==> config.mk <==
export PLATFORM = sky130hd
export DESIGN_NAME = parallel_slave_port
export DESIGN_NICKNAME = d
export VERILOG_FILES = /design/src/rtl/psp_pkg.sv /design/src/rtl/pin_sync.sv /design/src/rtl/parallel_slave_port.sv
export VERILOG_INCLUDE_DIRS = /design/src /design/src/rtl
export SDC_FILE = /design/constraint.sdc
export NUM_CORES = 1
export LEC_CHECK = 0
export ABC_AREA = 1
export ABC_CLOCK_PERIOD_IN_PS = 5000
export BUFFER_PORTS_ARGS = -buffer_cell sky130_fd_sc_hd__buf_2
export CAP_MARGIN = 40
export CORE_ASPECT_RATIO = 0.9
export CORE_UTILIZATION = 53
export DETAILED_ROUTE_END_ITERATION = 6
export GPL_ROUTABILITY_DRIVEN = 1
export PLACE_DENSITY = 0.91
export SETUP_SLACK_MARGIN = 0.3
export SLEW_MARGIN = 20
export SYNTH_ARGS = -nofsm -noshare
export SYNTH_HDL_FRONTEND = slang
export SYNTH_SLANG_ARGS = --single-unit
==> constraint.sdc <==
create_clock -name clk -period 5 [get_ports clk]
set_clock_uncertainty 0.05 [all_clocks]
set_input_delay 0.5 -clock clk [delete_from_list [all_inputs] [get_ports clk]]
set_output_delay 0.5 -clock clk [all_outputs]
set_load 0.01 [all_outputs]
==> src/rtl/psp_regs.svh <==
// Register map, field positions, reset values and phase timing for the
// parallel slave port. Assumes byte addresses are four times the index.
//
// Summary of operation
// - Mode bit turns data pins into slave bus
// - Mode reassigns control pins as strobes
// - Separate output and input latches, one address
// - Data direction register ignored in mode
// - Write begins when select and write low
// - Write release sets full and irq flags
// - Full flag cleared by data read or mode off
// - Second unread write sets overflow flag
// - Read start clears output full flag
// - Read release sets irq flag on Q4
// - Output full stays low until firmware write
// - Mode off holds both full flags clear
// - Leaving mode keeps overflow flag set
// - Irq flag sticky; request needs enable bit
// - Select and read low drive output latch
// - Selected write captures data pins
// - Output full shows unread firmware word
`ifndef PSP_REGS_SVH
`define PSP_REGS_SVH

// ==========================================================================
// Register indices (byte address is index times four)
`define IDX_DATA_LATCH    10'h008
`define IDX_CTL_PORT      10'h009
`define IDX_IRQ_FLAGS     10'h00C
`define IDX_DATA_DIR      10'h088
`define IDX_STATUS_CTRL   10'h089
`define IDX_IRQ_ENABLE    10'h08C
`define IDX_ANALOG_CFG    10'h09F

// ==========================================================================
// Field positions
`define BIT_IN_FULL       7
`define BIT_OUT_FULL      6
`define BIT_IN_OVF        5
`define BIT_MODE          4
`define BIT_PORT_IRQ      7

// ==========================================================================
// Reset values
`define RST_CTL_DIR       3'h7
`define RST_DATA_DIR      8'hFF

// ==========================================================================
// Bus widths and answers
`define AXI_ADDR_W        12
`define RESP_OKAY         2'h0
`define RESP_SLVERR       2'h2

// ==========================================================================
// Internal phase clock: one count per clk, Q1..Q4 as 0..3
`define PHASE_Q2          2'h1
`define PHASE_Q4          2'h3

`endif

==> src/rtl/psp_pkg.sv <==
// Types shared by the parallel slave port design.
// Assumes psp_regs.svh for all numeric constants.
`default_nettype none
package psp_pkg;

  typedef enum logic [1:0] {
    DONE_IDLE    = 2'b00,
    DONE_WAIT_Q2 = 2'b01,
    DONE_WAIT_Q4 = 2'b10
  } done_t;

  typedef struct packed {
    logic [1:0]  phase;
    done_t       done_st;
    logic        done_is_wr;
    logic        wr_act;
    logic        rd_act;
    logic [7:0]  out_latch;
    logic [7:0]  in_latch;
    logic [7:0]  data_dir;
    logic [2:0]  ctl_out;
    logic [2:0]  ctl_dir;
    logic [3:0]  a2d_cfg;
    logic        mode;
    logic        input_buffer_full;
    logic        output_buffer_full;
    logic        input_overflow_flag;
    logic        irq_flag;
    logic        irq_en;
    logic        irq_req;
    logic [7:0]  dout;
    logic [7:0]  doe_n;
    logic [2:0]  cout;
    logic [2:0]  coe_n;
    logic        aw_have;
    logic [11:0] aw_addr;
    logic        w_have;
    logic [7:0]  w_data;
    logic        w_en;
    logic        awready;
    logic        wready;
    logic        bvalid;
    logic [1:0]  bresp;
    logic        arready;
    logic        rvalid;
    logic [1:0]  rresp;
    logic [7:0]  rdata;
  } state_t;

endpackage

`default_nettype wire

==> src/rtl/pin_sync.sv <==
// Two-stage synchroniser for a group of asynchronous pin levels.
// Assumes inputs are levels that stay stable for several clocks.
`timescale 1ns/1ps
`default_nettype none

module pin_sync #(
  parameter int W = 11
) (
  input  wire logic         clk,
  input  wire logic         rst,
  input  wire logic [W-1:0] async_in,
  output var  logic [W-1:0] sync_out
);

  typedef struct packed {
    logic [W-1:0] meta;
    logic [W-1:0] stable;
  } sync_st_t;

  sync_st_t st_q;
  sync_st_t st_d;

  // ========================================================================
  // First stage feeds only the second stage
  always_comb
  begin
    st_d.meta   = async_in;
    st_d.stable = st_q.meta;
  end

  always_ff @(posedge clk or posedge rst)
  begin
    if (rst)
      st_q <= '0;
    else
      st_q <= st_d;
  end

  assign sync_out = st_q.stable;

endmodule // pin_sync

`default_nettype wire

==> src/rtl/parallel_slave_port.sv <==
// Parallel slave port with AXI4-Lite register access.
// Assumes pins are asynchronous; the bench resolves wire levels from the
// active-low output enables.
`timescale 1ns/1ps
`default_nettype none
`include "psp_regs.svh"

module parallel_slave_port (
  input  wire logic                   clk,
  input  wire logic                   rst,
  input  wire logic [`AXI_ADDR_W-1:0] s_axi_awaddr,
  input  wire logic                   s_axi_awvalid,
  output var  logic                   s_axi_awready,
  input  wire logic [31:0]            s_axi_wdata,
  input  wire logic [3:0]             s_axi_wstrb,
  input  wire logic                   s_axi_wvalid,
  output var  logic                   s_axi_wready,
  output var  logic [1:0]             s_axi_bresp,
  output var  logic                   s_axi_bvalid,
  input  wire logic                   s_axi_bready,
  input  wire logic [`AXI_ADDR_W-1:0] s_axi_araddr,
  input  wire logic                   s_axi_arvalid,
  output var  logic                   s_axi_arready,
  output var  logic [31:0]            s_axi_rdata,
  output var  logic [1:0]             s_axi_rresp,
  output var  logic                   s_axi_rvalid,
  input  wire logic                   s_axi_rready,
  input  wire logic [7:0]             data_pin_in,
  output var  logic [7:0]             data_pin_out,
  output var  logic [7:0]             data_pin_oe_n,
  input  wire logic [2:0]             ctl_pin_in,
  output var  logic [2:0]             ctl_pin_out,
  output var  logic [2:0]             ctl_pin_oe_n,
  output var  logic                   port_irq_req
);

  localparam psp_pkg::state_t ST_RESET = '{
    done_st  : psp_pkg::DONE_IDLE,
    data_dir : `RST_DATA_DIR,
    ctl_dir  : `RST_CTL_DIR,
    doe_n    : 8'hFF,
    coe_n    : 3'h7,
    awready  : 1'b1,
    wready   : 1'b1,
    arready  : 1'b1,
    default  : '0
  };

  psp_pkg::state_t st_q;
  psp_pkg::state_t st_d;

  logic [10:0] pins_s;
  logic [7:0]  data_s;
  logic [2:0]  ctl_s;
  logic        read_strobe_n;
  logic        write_strobe_n;
  logic        chip_select_n;
  logic        wr_now;
  logic        rd_now;
  logic        fire_wr;
  logic        fire_rd;
  logic        fw_data_wr;
  logic        fw_data_rd;
  logic        fw_pir_wr;
  logic        fw_ctrl_wr;
  logic [9:0]  wr_idx;
  logic [9:0]  rd_idx;
  logic [7:0]  wd;

  // ========================================================================
  // Pin synchronisers
  pin_sync #(
    .W (11)
  ) u_pin_sync (
    .clk      (clk),
    .rst      (rst),
    .async_in ({ctl_pin_in, data_pin_in}),
    .sync_out (pins_s)
  );

  assign data_s         = pins_s[7:0];
  assign ctl_s          = pins_s[10:8];
  assign read_strobe_n  = ctl_s[0];
  assign write_strobe_n = ctl_s[1];
  assign chip_select_n  = ctl_s[2];

  // ========================================================================
  // Next-state logic
  always_comb
  begin
    st_d       = st_q;
    fire_wr    = 1'b0;
    fire_rd    = 1'b0;
    fw_data_wr = 1'b0;
    fw_data_rd = 1'b0;
    fw_pir_wr  = 1'b0;
    fw_ctrl_wr = 1'b0;
    wr_idx     = st_q.aw_addr[11:2];
    rd_idx     = s_axi_araddr[11:2];
    wd         = st_q.w_data;

    st_d.phase = st_q.phase + 2'h1;

    // Strobe decode, level sensed
    wr_now = st_q.mode & ~chip_select_n & ~write_strobe_n;
    rd_now = st_q.mode & ~chip_select_n & ~read_strobe_n;
    st_d.wr_act = wr_now;
    st_d.rd_act = rd_now;
    if (wr_now)
    begin
      st_d.in_latch = data_s;
    end

    // Completion waits for the next Q2 then fires on the Q4 after it
    unique case (st_q.done_st)
      psp_pkg::DONE_IDLE:
      begin
        if (st_q.wr_act && !wr_now)
        begin
          st_d.done_st    = psp_pkg::DONE_WAIT_Q2;
          st_d.done_is_wr = 1'b1;
        end
        else if (st_q.rd_act && !rd_now)
        begin
          st_d.done_st    = psp_pkg::DONE_WAIT_Q2;
          st_d.done_is_wr = 1'b0;
        end
      end
      psp_pkg::DONE_WAIT_Q2:
      begin
        if (st_q.phase == `PHASE_Q2)
          st_d.done_st = psp_pkg::DONE_WAIT_Q4;
      end
      psp_pkg::DONE_WAIT_Q4:
      begin
        if (st_q.phase == `PHASE_Q4)
        begin
          st_d.done_st = psp_pkg::DONE_IDLE;
          fire_wr      = st_q.done_is_wr;
          fire_rd      = ~st_q.done_is_wr;
        end
      end
      default:
        st_d.done_st = psp_pkg::DONE_IDLE;
    endcase

    // Write channel: address and data taken in either order
    if (s_axi_awvalid && st_q.awready)
    begin
      st_d.aw_have = 1'b1;
      st_d.aw_addr = s_axi_awaddr;
    end
    if (s_axi_wvalid && st_q.wready)
    begin
      st_d.w_have = 1'b1;
      st_d.w_data = s_axi_wdata[7:0];
      st_d.w_en   = s_axi_wstrb[0];
    end
    if (st_q.bvalid && s_axi_bready)
      st_d.bvalid = 1'b0;

    if (st_q.aw_have && st_q.w_have && !st_q.bvalid)
    begin
      st_d.aw_have = 1'b0;
      st_d.w_have  = 1'b0;
      st_d.bvalid  = 1'b1;
      st_d.bresp   = `RESP_OKAY;
      unique case (wr_idx)
        `IDX_DATA_LATCH:
        begin
          if (st_q.w_en)
          begin
            st_d.out_latch = wd;
            fw_data_wr     = 1'b1;
          end
        end
        `IDX_CTL_PORT:
          if (st_q.w_en)
            st_d.ctl_out = wd[2:0];
        `IDX_IRQ_FLAGS:
        begin
          if (st_q.w_en)
          begin
            st_d.irq_flag = wd[`BIT_PORT_IRQ];
            fw_pir_wr     = 1'b1;
          end
        end
        `IDX_DATA_DIR:
          if (st_q.w_en)
            st_d.data_dir = wd;
        `IDX_STATUS_CTRL:
        begin
          if (st_q.w_en)
          begin
            st_d.input_overflow_flag = wd[`BIT_IN_OVF];
            st_d.mode    = wd[`BIT_MODE];
            st_d.ctl_dir = wd[2:0];
            fw_ctrl_wr   = 1'b1;
          end
        end
        `IDX_IRQ_ENABLE:
          if (st_q.w_en)
            st_d.irq_en = wd[`BIT_PORT_IRQ];
        `IDX_ANALOG_CFG:
          if (st_q.w_en)
            st_d.a2d_cfg = wd[3:0];
        default:
          st_d.bresp = `RESP_SLVERR;
      endcase
    end

    // Read channel
    if (s_axi_arvalid && st_q.arready)
    begin
      st_d.rvalid = 1'b1;
      st_d.rresp  = `RESP_OKAY;
      st_d.rdata  = 8'h00;
      unique case (rd_idx)
        `IDX_DATA_LATCH:
        begin
          st_d.rdata = st_q.mode ? st_q.in_latch : data_s;
          fw_data_rd = 1'b1;
        end
        `IDX_CTL_PORT:
          st_d.rdata = {5'h00, ctl_s};
        `IDX_IRQ_FLAGS:
          st_d.rdata = {st_q.irq_flag, 7'h00};
        `IDX_DATA_DIR:
          st_d.rdata = st_q.data_dir;
        `IDX_STATUS_CTRL:
          st_d.rdata = {st_q.input_buffer_full,
                        st_q.output_buffer_full,
                        st_q.input_overflow_flag, st_q.mode,
                        1'b0, st_q.ctl_dir};
        `IDX_IRQ_ENABLE:
          st_d.rdata = {st_q.irq_en, 7'h00};
        `IDX_ANALOG_CFG:
          st_d.rdata = {4'h0, st_q.a2d_cfg};
        default:
          st_d.rresp = `RESP_SLVERR;
      endcase
    end
    else if (st_q.rvalid && s_axi_rready)
    begin
      st_d.rvalid = 1'b0;
    end

    // Flag updates: clears first, then sets so a set wins; mode off clears both full flags last
    if (fw_data_rd)
      st_d.input_buffer_full = 1'b0;
    if (rd_now && !st_q.rd_act)
      st_d.output_buffer_full = 1'b0;
    if (fw_data_wr)
      st_d.output_buffer_full = 1'b1;
    if (fire_wr)
    begin
      if (st_q.input_buffer_full && !fw_data_rd)
        st_d.input_overflow_flag = 1'b1;
      st_d.input_buffer_full = 1'b1;
      st_d.irq_flag          = 1'b1;
    end
    if (fire_rd)
      st_d.irq_flag = 1'b1;
    if (!st_d.mode)
    begin
      st_d.input_buffer_full  = 1'b0;
      st_d.output_buffer_full = 1'b0;
    end

    // Handshake readiness
    st_d.awready = ~st_d.aw_have & ~st_d.bvalid;
    st_d.wready  = ~st_d.w_have & ~st_d.bvalid;
    st_d.arready = ~st_d.rvalid;

    // Pin drive: strobes own the data bus in slave mode
    st_d.dout    = st_d.out_latch;
    st_d.doe_n   = st_d.mode ? (st_d.rd_act ? 8'h00 : 8'hFF)
                             : st_d.data_dir;
    st_d.cout    = st_d.ctl_out;
    st_d.coe_n   = st_d.mode ? 3'h7 : st_d.ctl_dir;
    st_d.irq_req = st_d.irq_flag & st_d.irq_en;
  end

  always_ff @(posedge clk or posedge rst)
  begin
    if (rst)
      st_q <= ST_RESET;
    else
      st_q <= st_d;
  end

  // ========================================================================
  // Outputs
  assign s_axi_awready = st_q.awready;
  assign s_axi_wready  = st_q.wready;
  assign s_axi_bresp   = st_q.bresp;
  assign s_axi_bvalid  = st_q.bvalid;
  assign s_axi_arready = st_q.arready;
  assign s_axi_rdata   = {24'h000000, st_q.rdata};
  assign s_axi_rresp   = st_q.rresp;
  assign s_axi_rvalid  = st_q.rvalid;
  assign data_pin_out  = st_q.dout;
  assign data_pin_oe_n = st_q.doe_n;
  assign ctl_pin_out   = st_q.cout;
  assign ctl_pin_oe_n  = st_q.coe_n;
  assign port_irq_req  = st_q.irq_req;
endmodule // parallel_slave_port

`default_nettype wire

==> results.md, run 1 <==
- Worst-path clk slew: 0.05 ns
- DRT Wirelength: ~12000 µm
- GPL Wtd Cong: approximately 0.87
- Drt initial violations: 187
- Run status: finished clean
- Register area share after synthesis: 54.00%
- Crit path DAT: 2.35 ns
- Detail Route Antenna Nets: 0
- Placed cells: 787
- H-tree Lvls: 4
- Post-CTS setup buffers: 0
- Fraction of synthesized area in multiplexers: 0%
- Root buffer cell: clkbuf_16
- XOR/XNOR Fraction of Synth Area: 0%
- Warnings, synthesis: 0
- Post-CTS Hold Buffers: 0
- Tot GR Track Use: 23.76%
- Ant diodes: 0
- CP Class: reg -> reg
- Final count of hold timing violations: 0
- Layout cells sized above 1: 27.27%
- Post-Synth Adder-Cell Area: 0.4566%
- Peak supply drop: approximately 0.28 mV
- Tmin final: about 2.1 ns
- Fmax: 474.0 MHz
- Synth Area in Simple Gates: between 20% and 30%
- Most common cell after layout, fill and taps aside: nand2_1
- Post-synthesis compound-gate area fraction: 6.689%
- Area Growth Syn to Fin: 15.62%
- Worst-Skew Late Latency: ~0.40 ns
- Die width: ~110 µm
- CTS buffer count: 17
- WP data required: between 5 and 6 ns
- Final setup vio count: 0
- Die height: between 90 and 100 µm
- Max-cap violations: 0
- I/O Buffers: 84
- Commonest cells after routing, fill and taps aside: 179 x nand2_1, 92 x dfrtp_1, 84 x buf_2
- Initial antenna violation count: 0
- I/O Pins: 142
- Hold WC Path Type: in -> async
- Drc violations: 0
- Total grt overflow: 0
- Largest family of logic cells by synthesized area: simple AND/OR/NAND/NOR gates
- Synthesized cell area: 0.005480 mm²
- Avg WL per Cell: ~14 µm
- Min Hold Slack: approximately 0.045 ns
- Placement Cell Area: about 0.0057 mm²
- PostCTS Resize Cnt: 0
- Largest net degree at the start of global routing: 52
- Drt first pass iters: 6
- Slew Viols, Final: 0
- First-pass GRT wire length: a little under 20000 µm
- RSZ-0062 raised after global routing: false
- Die area: 0.01075 mm²
- Finished Layout Cells: slightly above 800
- P_leak: about 3.4 nW
- Initial Util: a little under three fifths
- Post-Route Setup TNS: 0 ns
- Placeable Area: roughly 0.01 mm²
- Crit-path max FO: 20
- Netlist cell types: 36
- Via count: roughly 4.1k
- Nets: 760
- Via count of the first global-routing pass: around 4.1k
- Flops & latches, synth: 117
- Period Utilization, post-route: about 42%
- Cell area after layout: roughly 0.0063 mm²
- Worst Tran Pin Value: 0.6670 ns
- Max-Slew Margin vs Limit: a little under three fifths
- Startpoint Class: flip-flop
- Drt via density: around 5.1
- Post-DP HPWL: roughly 8300 µm
- TritonCTS clock tree: yes
- Clock Tree Buf Depth: 2
- Syn Area/Cell: ~9 µm²
- Mapped Cells: a little over 600
- Power per cell area: between 400 and 500 mW/mm²
- Worst Setup End Kind: flip-flop
- Clk sinks: between 100 and 150
- # rows: 34
==> layer usage <==
layer | share of wire [%] | up-vias | routed length (µm) | track usage (%)
li1 | - | 1976 | - | -
met5 | 0 | - | 0 | 0
met2 | 50 | 161 | 5892 | 40.30
met4 | 1.6 | 0 | 184 | 7.897
met1 | 42 | 1984 | 4856 | 29.92
met3 | 6.4 | 18 | 753 | 5.556
==> through the flow <==
| step | worst slack [ns] | power [mW] | utilization, % |
|---|---|---|---|
| 5_1_grt | 2.643 | 3.155 | 64.20 |
| 4_1_cts | 2.901 | 3.035 | 64.20 |
| 3_5_place_dp | 2.942 | 1.725 | 57.68 |
| 3_3_place_gp | 3.022 | 1.693 | 57.40 |
| 2_1_floorplan | 1.391 | 1.622 | - |
| 6_report | 2.890 | 3.016 | 64.20 |
==> report_power, final <==
part	leakage, nW	switching, mW	internal (mW)
registers	1.43	0.0913	1.11
logic	1.62	0.364	0.151
clock network	0.302	0.421	0.875
total	3.36	0.876	2.14
==> flip-flops by register name, summed over array words and instances, names as in the netlist <==
register	count
st_q	49
u_pin_sync.st_d	11
u_pin_sync.sync_out	11
data_pin_oe_n	8
data_pin_out	8
s_axi_rdata	8
wd	8
ctl_pin_oe_n	3
ctl_pin_out	3
port_irq_req	1
s_axi_arready	1
s_axi_awready	1
s_axi_bresp	1
s_axi_bvalid	1
s_axi_rresp	1
s_axi_rvalid	1
s_axi_wready	1
==> path summary, 6_finish.rpt <==
check                                        start                     end  slack [ns]  cells after the start
worst min-delay path                           rst               st_q[107]        0.05                      2
max in group asynchronous                      rst        data_pin_oe_n[7]        4.02                      3
worst max-delay path                      st_q[68]               st_q[107]        2.89                      4
worst max register to register            st_q[68]               st_q[107]        2.89                      4
worst min register to register  u_pin_sync.st_d[8]  u_pin_sync.sync_out[8]        0.30                      0
min in group clk                    data_pin_in[6]      u_pin_sync.st_d[6]        0.15                      1
==> logic make-up after synthesis <==
kind of cell               after synthesis
and+or+nand+nor                        293
AOI/OAI and AO/OA                       66
adders and majority gates                2
DFF                                    117
other                                    1
buffers and inverters                  139
==> area by class of cell <==
type	count	area, µm²
clock buffer	21	470.5
sequential	117	2959
tap	126	157.7
clock inverter	11	172.7
inverter	71	269.0
timing repair buffer	86	455.4
multi-input combinational	387	1852
fill	775	3533
==> cells in the mapped netlist <==
library cell	number	area, µm²
a21oi_1	8	40.04
a21oi_2	1	8.760
a31o_2	1	8.760
and2_1	1	6.260
buf_2	1	5.000
buf_4	59	442.9
buf_6	1	11.26
buf_8	1	15.01
clkbuf_1	6	22.52
clkinv_1	2	7.510
conb_1	1	3.750
dfrtp_1	92	2302
dfstp_2	25	656.9
ha_1	2	25.02
inv_1	60	225.2
inv_2	9	33.78
nand2_1	179	671.9
nand2_2	4	25.02
nand2_4	4	45.04
nand3_1	36	180.2
nand3_2	2	20.02
nand3_4	2	35.03
nand3b_1	2	15.01
nand4_1	4	25.02
nand4_2	2	25.02
nor2_1	42	157.7
nor2_2	7	43.79
nor2_4	1	11.26
nor2_8	3	60.06
nor3_1	1	5.000
nor3_2	2	20.02
nor3_4	1	16.27
o21ai_0	44	220.2
o21ai_1	4	20.02
o21ai_2	7	61.31
o31ai_1	1	7.510
==> critical path, stage by stage, from the launching register on <==
cell and delay [ns]:
dfrtp_1 0.71, nand3b_1 0.62, nand2_1 0.28, nand3_1 0.11, a31o_2 0.22
Power figures use the tool's default switching activity.
==> run 2, diff against run 1 <==
--- a/config.mk
+++ b/config.mk
@@ -6,15 +6,15 @@
 export SDC_FILE = /design/constraint.sdc
 export NUM_CORES = 1
 export LEC_CHECK = 0
-export ABC_AREA = 1
-export ABC_CLOCK_PERIOD_IN_PS = 5000
+export ABC_AREA = 0
+export ABC_CLOCK_PERIOD_IN_PS = 1800
 export BUFFER_PORTS_ARGS = -buffer_cell sky130_fd_sc_hd__buf_2
 export CAP_MARGIN = 40
 export CORE_ASPECT_RATIO = 0.9
-export CORE_UTILIZATION = 53
+export CORE_UTILIZATION = 47
 export DETAILED_ROUTE_END_ITERATION = 6
 export GPL_ROUTABILITY_DRIVEN = 1
-export PLACE_DENSITY = 0.91
+export PLACE_DENSITY = 0.87
 export SETUP_SLACK_MARGIN = 0.3
 export SLEW_MARGIN = 20
 export SYNTH_ARGS = -nofsm -noshare
==> constraint.sdc (replaced) <==
create_clock -name clk -period 1.8 [get_ports clk]
set_clock_uncertainty 0.05 [all_clocks]
set_input_delay 0.18 -clock clk [delete_from_list [all_inputs] [get_ports clk]]
set_output_delay 0.18 -clock clk [all_outputs]
set_load 0.01 [all_outputs]
==> results.md, run 2 <==
- Initial antenna violation count: 0
- Post-Route Setup TNS: -12.76 ns
- RSZ-0062 raised after global routing: true
- Root buffer cell: clkbuf_16
- Layout cells sized above 1: 54.63%
- Synthesized cell area: roughly 0.0051 mm²
- Worst Setup End Kind: flip-flop
- Hold WC Path Type: in -> reg
- CTS buffer count: 17
- Placeable Area: 0.01042 mm²
- Pre-CTS WS: -0.4045 ns
- Slowest CP cell: or4_4
- Warnings, synthesis: 0
- Tmin final: 2.243 ns
- Fmax: ~450 MHz
- Run status: complete, but fails checks
- Syn Area/Cell: about 13 µm²
- Crit-path cells: or4_4 > nor3b_4 > buf_4 > buf_8 > a31o_4 > and2_4 > mux2_4
- Post-DP HPWL: 7242 µm
- TritonCTS clock tree: yes
- Failing checks: DRC, setup timing
- DRT Wirelength: 13910 µm
- Netlist cell types: 48
- Placed cells: around 590
- WP data required: ~2.1 ns
- Detail Route Antenna Nets: 0
- Slowest Stage Delay on Critical Path: ~0.57 ns
- Ant diodes: 0
- Drt first pass iters: 7
- Crit path DAT: about 2.5 ns
- Sequential Power Share: about two fifths
- Min Hold Slack: 0.1531 ns
- Tot GR Track Use: roughly a quarter
- Post-synth EDFFs: 0
- Die area: roughly 0.011 mm²
- Worst-path clk slew: 0.06 ns
- Area Growth Syn to Fin: 34.48%
- Finished Layout Cells: 669
- Top cells by count, synth: 92 x dfrtp_1, 60 x mux2_2, 59 x buf_4, 25 x dfstp_2, 24 x nand2_1
- First-pass GRT wire length: between 20000 and 25000 µm
- Post-Route Utilization: about 66%
- Most common cell in the netlist: dfrtp_1
- GPL Wtd Cong: between 0.8 and 0.9
- Initial Util: 49.06%
- Via count of the first global-routing pass: between 3k and 4k
- I/O Buffers: 84
- Final count of hold timing violations: 0
- Peak supply drop: 1.096 mV
- Drc violations: 6
- Switching Power: roughly 2.3 mW
- Register area: 0.002960 mm²
- Slew Viols, Final: 0
- Startpoint Class: flip-flop
- Mapped Cells: 392
- # rows: 35
- Max-cap violations: 0
- Flops & latches, synth: approximately 120
- Drt initial violations: around 190
- Final setup vio count: 44
- Commonest cells after routing, fill and taps aside: 91 x dfrtp_1, 84 x buf_2, 47 x mux2_2
- Die height: slightly above 100 µm
- Register area share after synthesis: 57.87%
- Asr flop ratio synth: 100.0%
- Area leader, netlist: dfrtp_1
- Multi-input combinational cell area: 0.001948 mm²
- Max reg flops: 49
- Top delay family on crit path: simple AND/OR/NAND/NOR gates
- Clk sinks: 117
- CP bufs+invs: 2
- H-tree Lvls: 4
- Net Sw Frac: between 20 and 30%
- Top post-synthesis cells by area: dfrtp_1 45%, mux2_2 13%, dfstp_2 13%
- Drt via density: approximately 5.4
- I/O Pins: 142
- Most common cell after layout, fill and taps aside: dfrtp_1
- Combinational power share: about 17%
- Avg WL per Cell: between 20 and 25 µm
- Total grt overflow: 0
- Worst setup margin: -0.4427 ns
- Share of the synthesized area in the top cell type: between 40% and 50%
- Top_reg_cell synth: dfrtp_1
- Clock power frac: 41.8%
- P_leak: 3.295 nW
- Die width: 112.0 µm
- Most flop-heavy register: st_q
- CP Class: reg -> reg
- Max-Slew Margin vs Limit: ~56%
- Power per cell area: between 1000 and 1500 mW/mm²
- Fillers: 627
- Period Utilization, post-route: 124.6%
- Crit-path max FO: 5
- Nets: around 610
- Via count: 3632
- Internal power: about 6 mW
- Worst-Skew Late Latency: 0.40 ns
- Clock Tree Buf Depth: 2
- Largest net degree at the start of global routing: 118
- Worst Tran Pin Value: 0.6468 ns
-- run 2: cell count changes after synthesis, sizes merged, moves of 6 or more --
cell | before | now
inv | 69 | 12
nand3b | 2 | 8
nand2 | 187 | 24
mux2 | 0 | 67
nand3 | 40 | 3
nor2 | 53 | 12
o21ai | 55 | 15
-- run 2: per-stage QoR --
step | cell area, µm² | power [mW]
CTS | 6718 | 8.178
detailed placement | 5599 | 4.547
global placement | 5599 | 4.464
global route | 6877 | 8.624
finish | 6877 | 8.332
floorplan | 5276 | 4.122
-- run 2: final cells by class --
cell class	instances	share of cell area, %
flip-flops and latches	117	43.05
multi-input cells	220	28.33
repair buffers	159	16.56
clock buffers	20	6.787
well taps	129	2.347
clock inverters	12	2.220
inverters	12	0.7096
-- run 2: worst paths after layout --
path | from | to | slack (ns) | depth (start not counted)
min | s_axi_arvalid | s_axi_rdata[3] | 0.15 | 4
max | st_q[38] | data_pin_oe_n[4] | -0.44 | 7
max reg2reg | st_q[38] | data_pin_oe_n[4] | -0.44 | 7
max in group asynchronous | rst | st_q[68] | 0.76 | 4
min reg2reg | u_pin_sync.st_d[6] | u_pin_sync.sync_out[6] | 0.30 | 0
min in group asynchronous | rst | data_pin_out[3] | 0.43 | 4
-- run 2: per-layer routing --
layer  up-vias  global-route usage (%)  wire length, µm
met1      1842                   26.85             5355
met4         0                   12.41              457
met5         -                       0                0
li1       1550                       -                -
met3        41                   4.991              765
met2       199                   43.43             7326
-- run 2: power groups by stage --
stage | logic (mW) | registers (mW) | clock network, mW
global route | 1.52 | 3.46 | 3.64
global placement | 1.08 | 3.39 | 0
CTS | 1.30 | 3.40 | 3.49
finish | 1.42 | 3.43 | 3.48
detailed placement | 1.14 | 3.41 | 0
floorplan | 0.795 | 3.33 | 0
-- run 2: what timing repair did --
item / CTS / global route
gates cloned: 1 / 0
endpoints found under the hold margin: 126 / 0
endpoints found under the setup margin: 72 / 60
pin swaps: 4 / 15
buffers inserted: 3 / 8
hold buffers: 34 / 0
gates resized for setup: 36 / 29
-- run 2: logic make-up after synthesis --
family	share of synthesized area, %
AND/OR/NAND/NOR	8.172
AO/OA/AOI/OAI	5.383
other	0.07333
multiplexers	17.57
buffers and inverters	10.45
adder cells (fa/ha/maj)	0.4893
flip-flops	57.87
-- run 2: worst register-to-register path, delay by kind of cell, from the launching register on --
kind,cells,cell delay [ns]
DFF,1,0.37
muxes,1,0.33
AOI/OAI and AO/OA,1,0.17
and+or+nand+nor,3,0.98
buffers and inverters,2,0.27
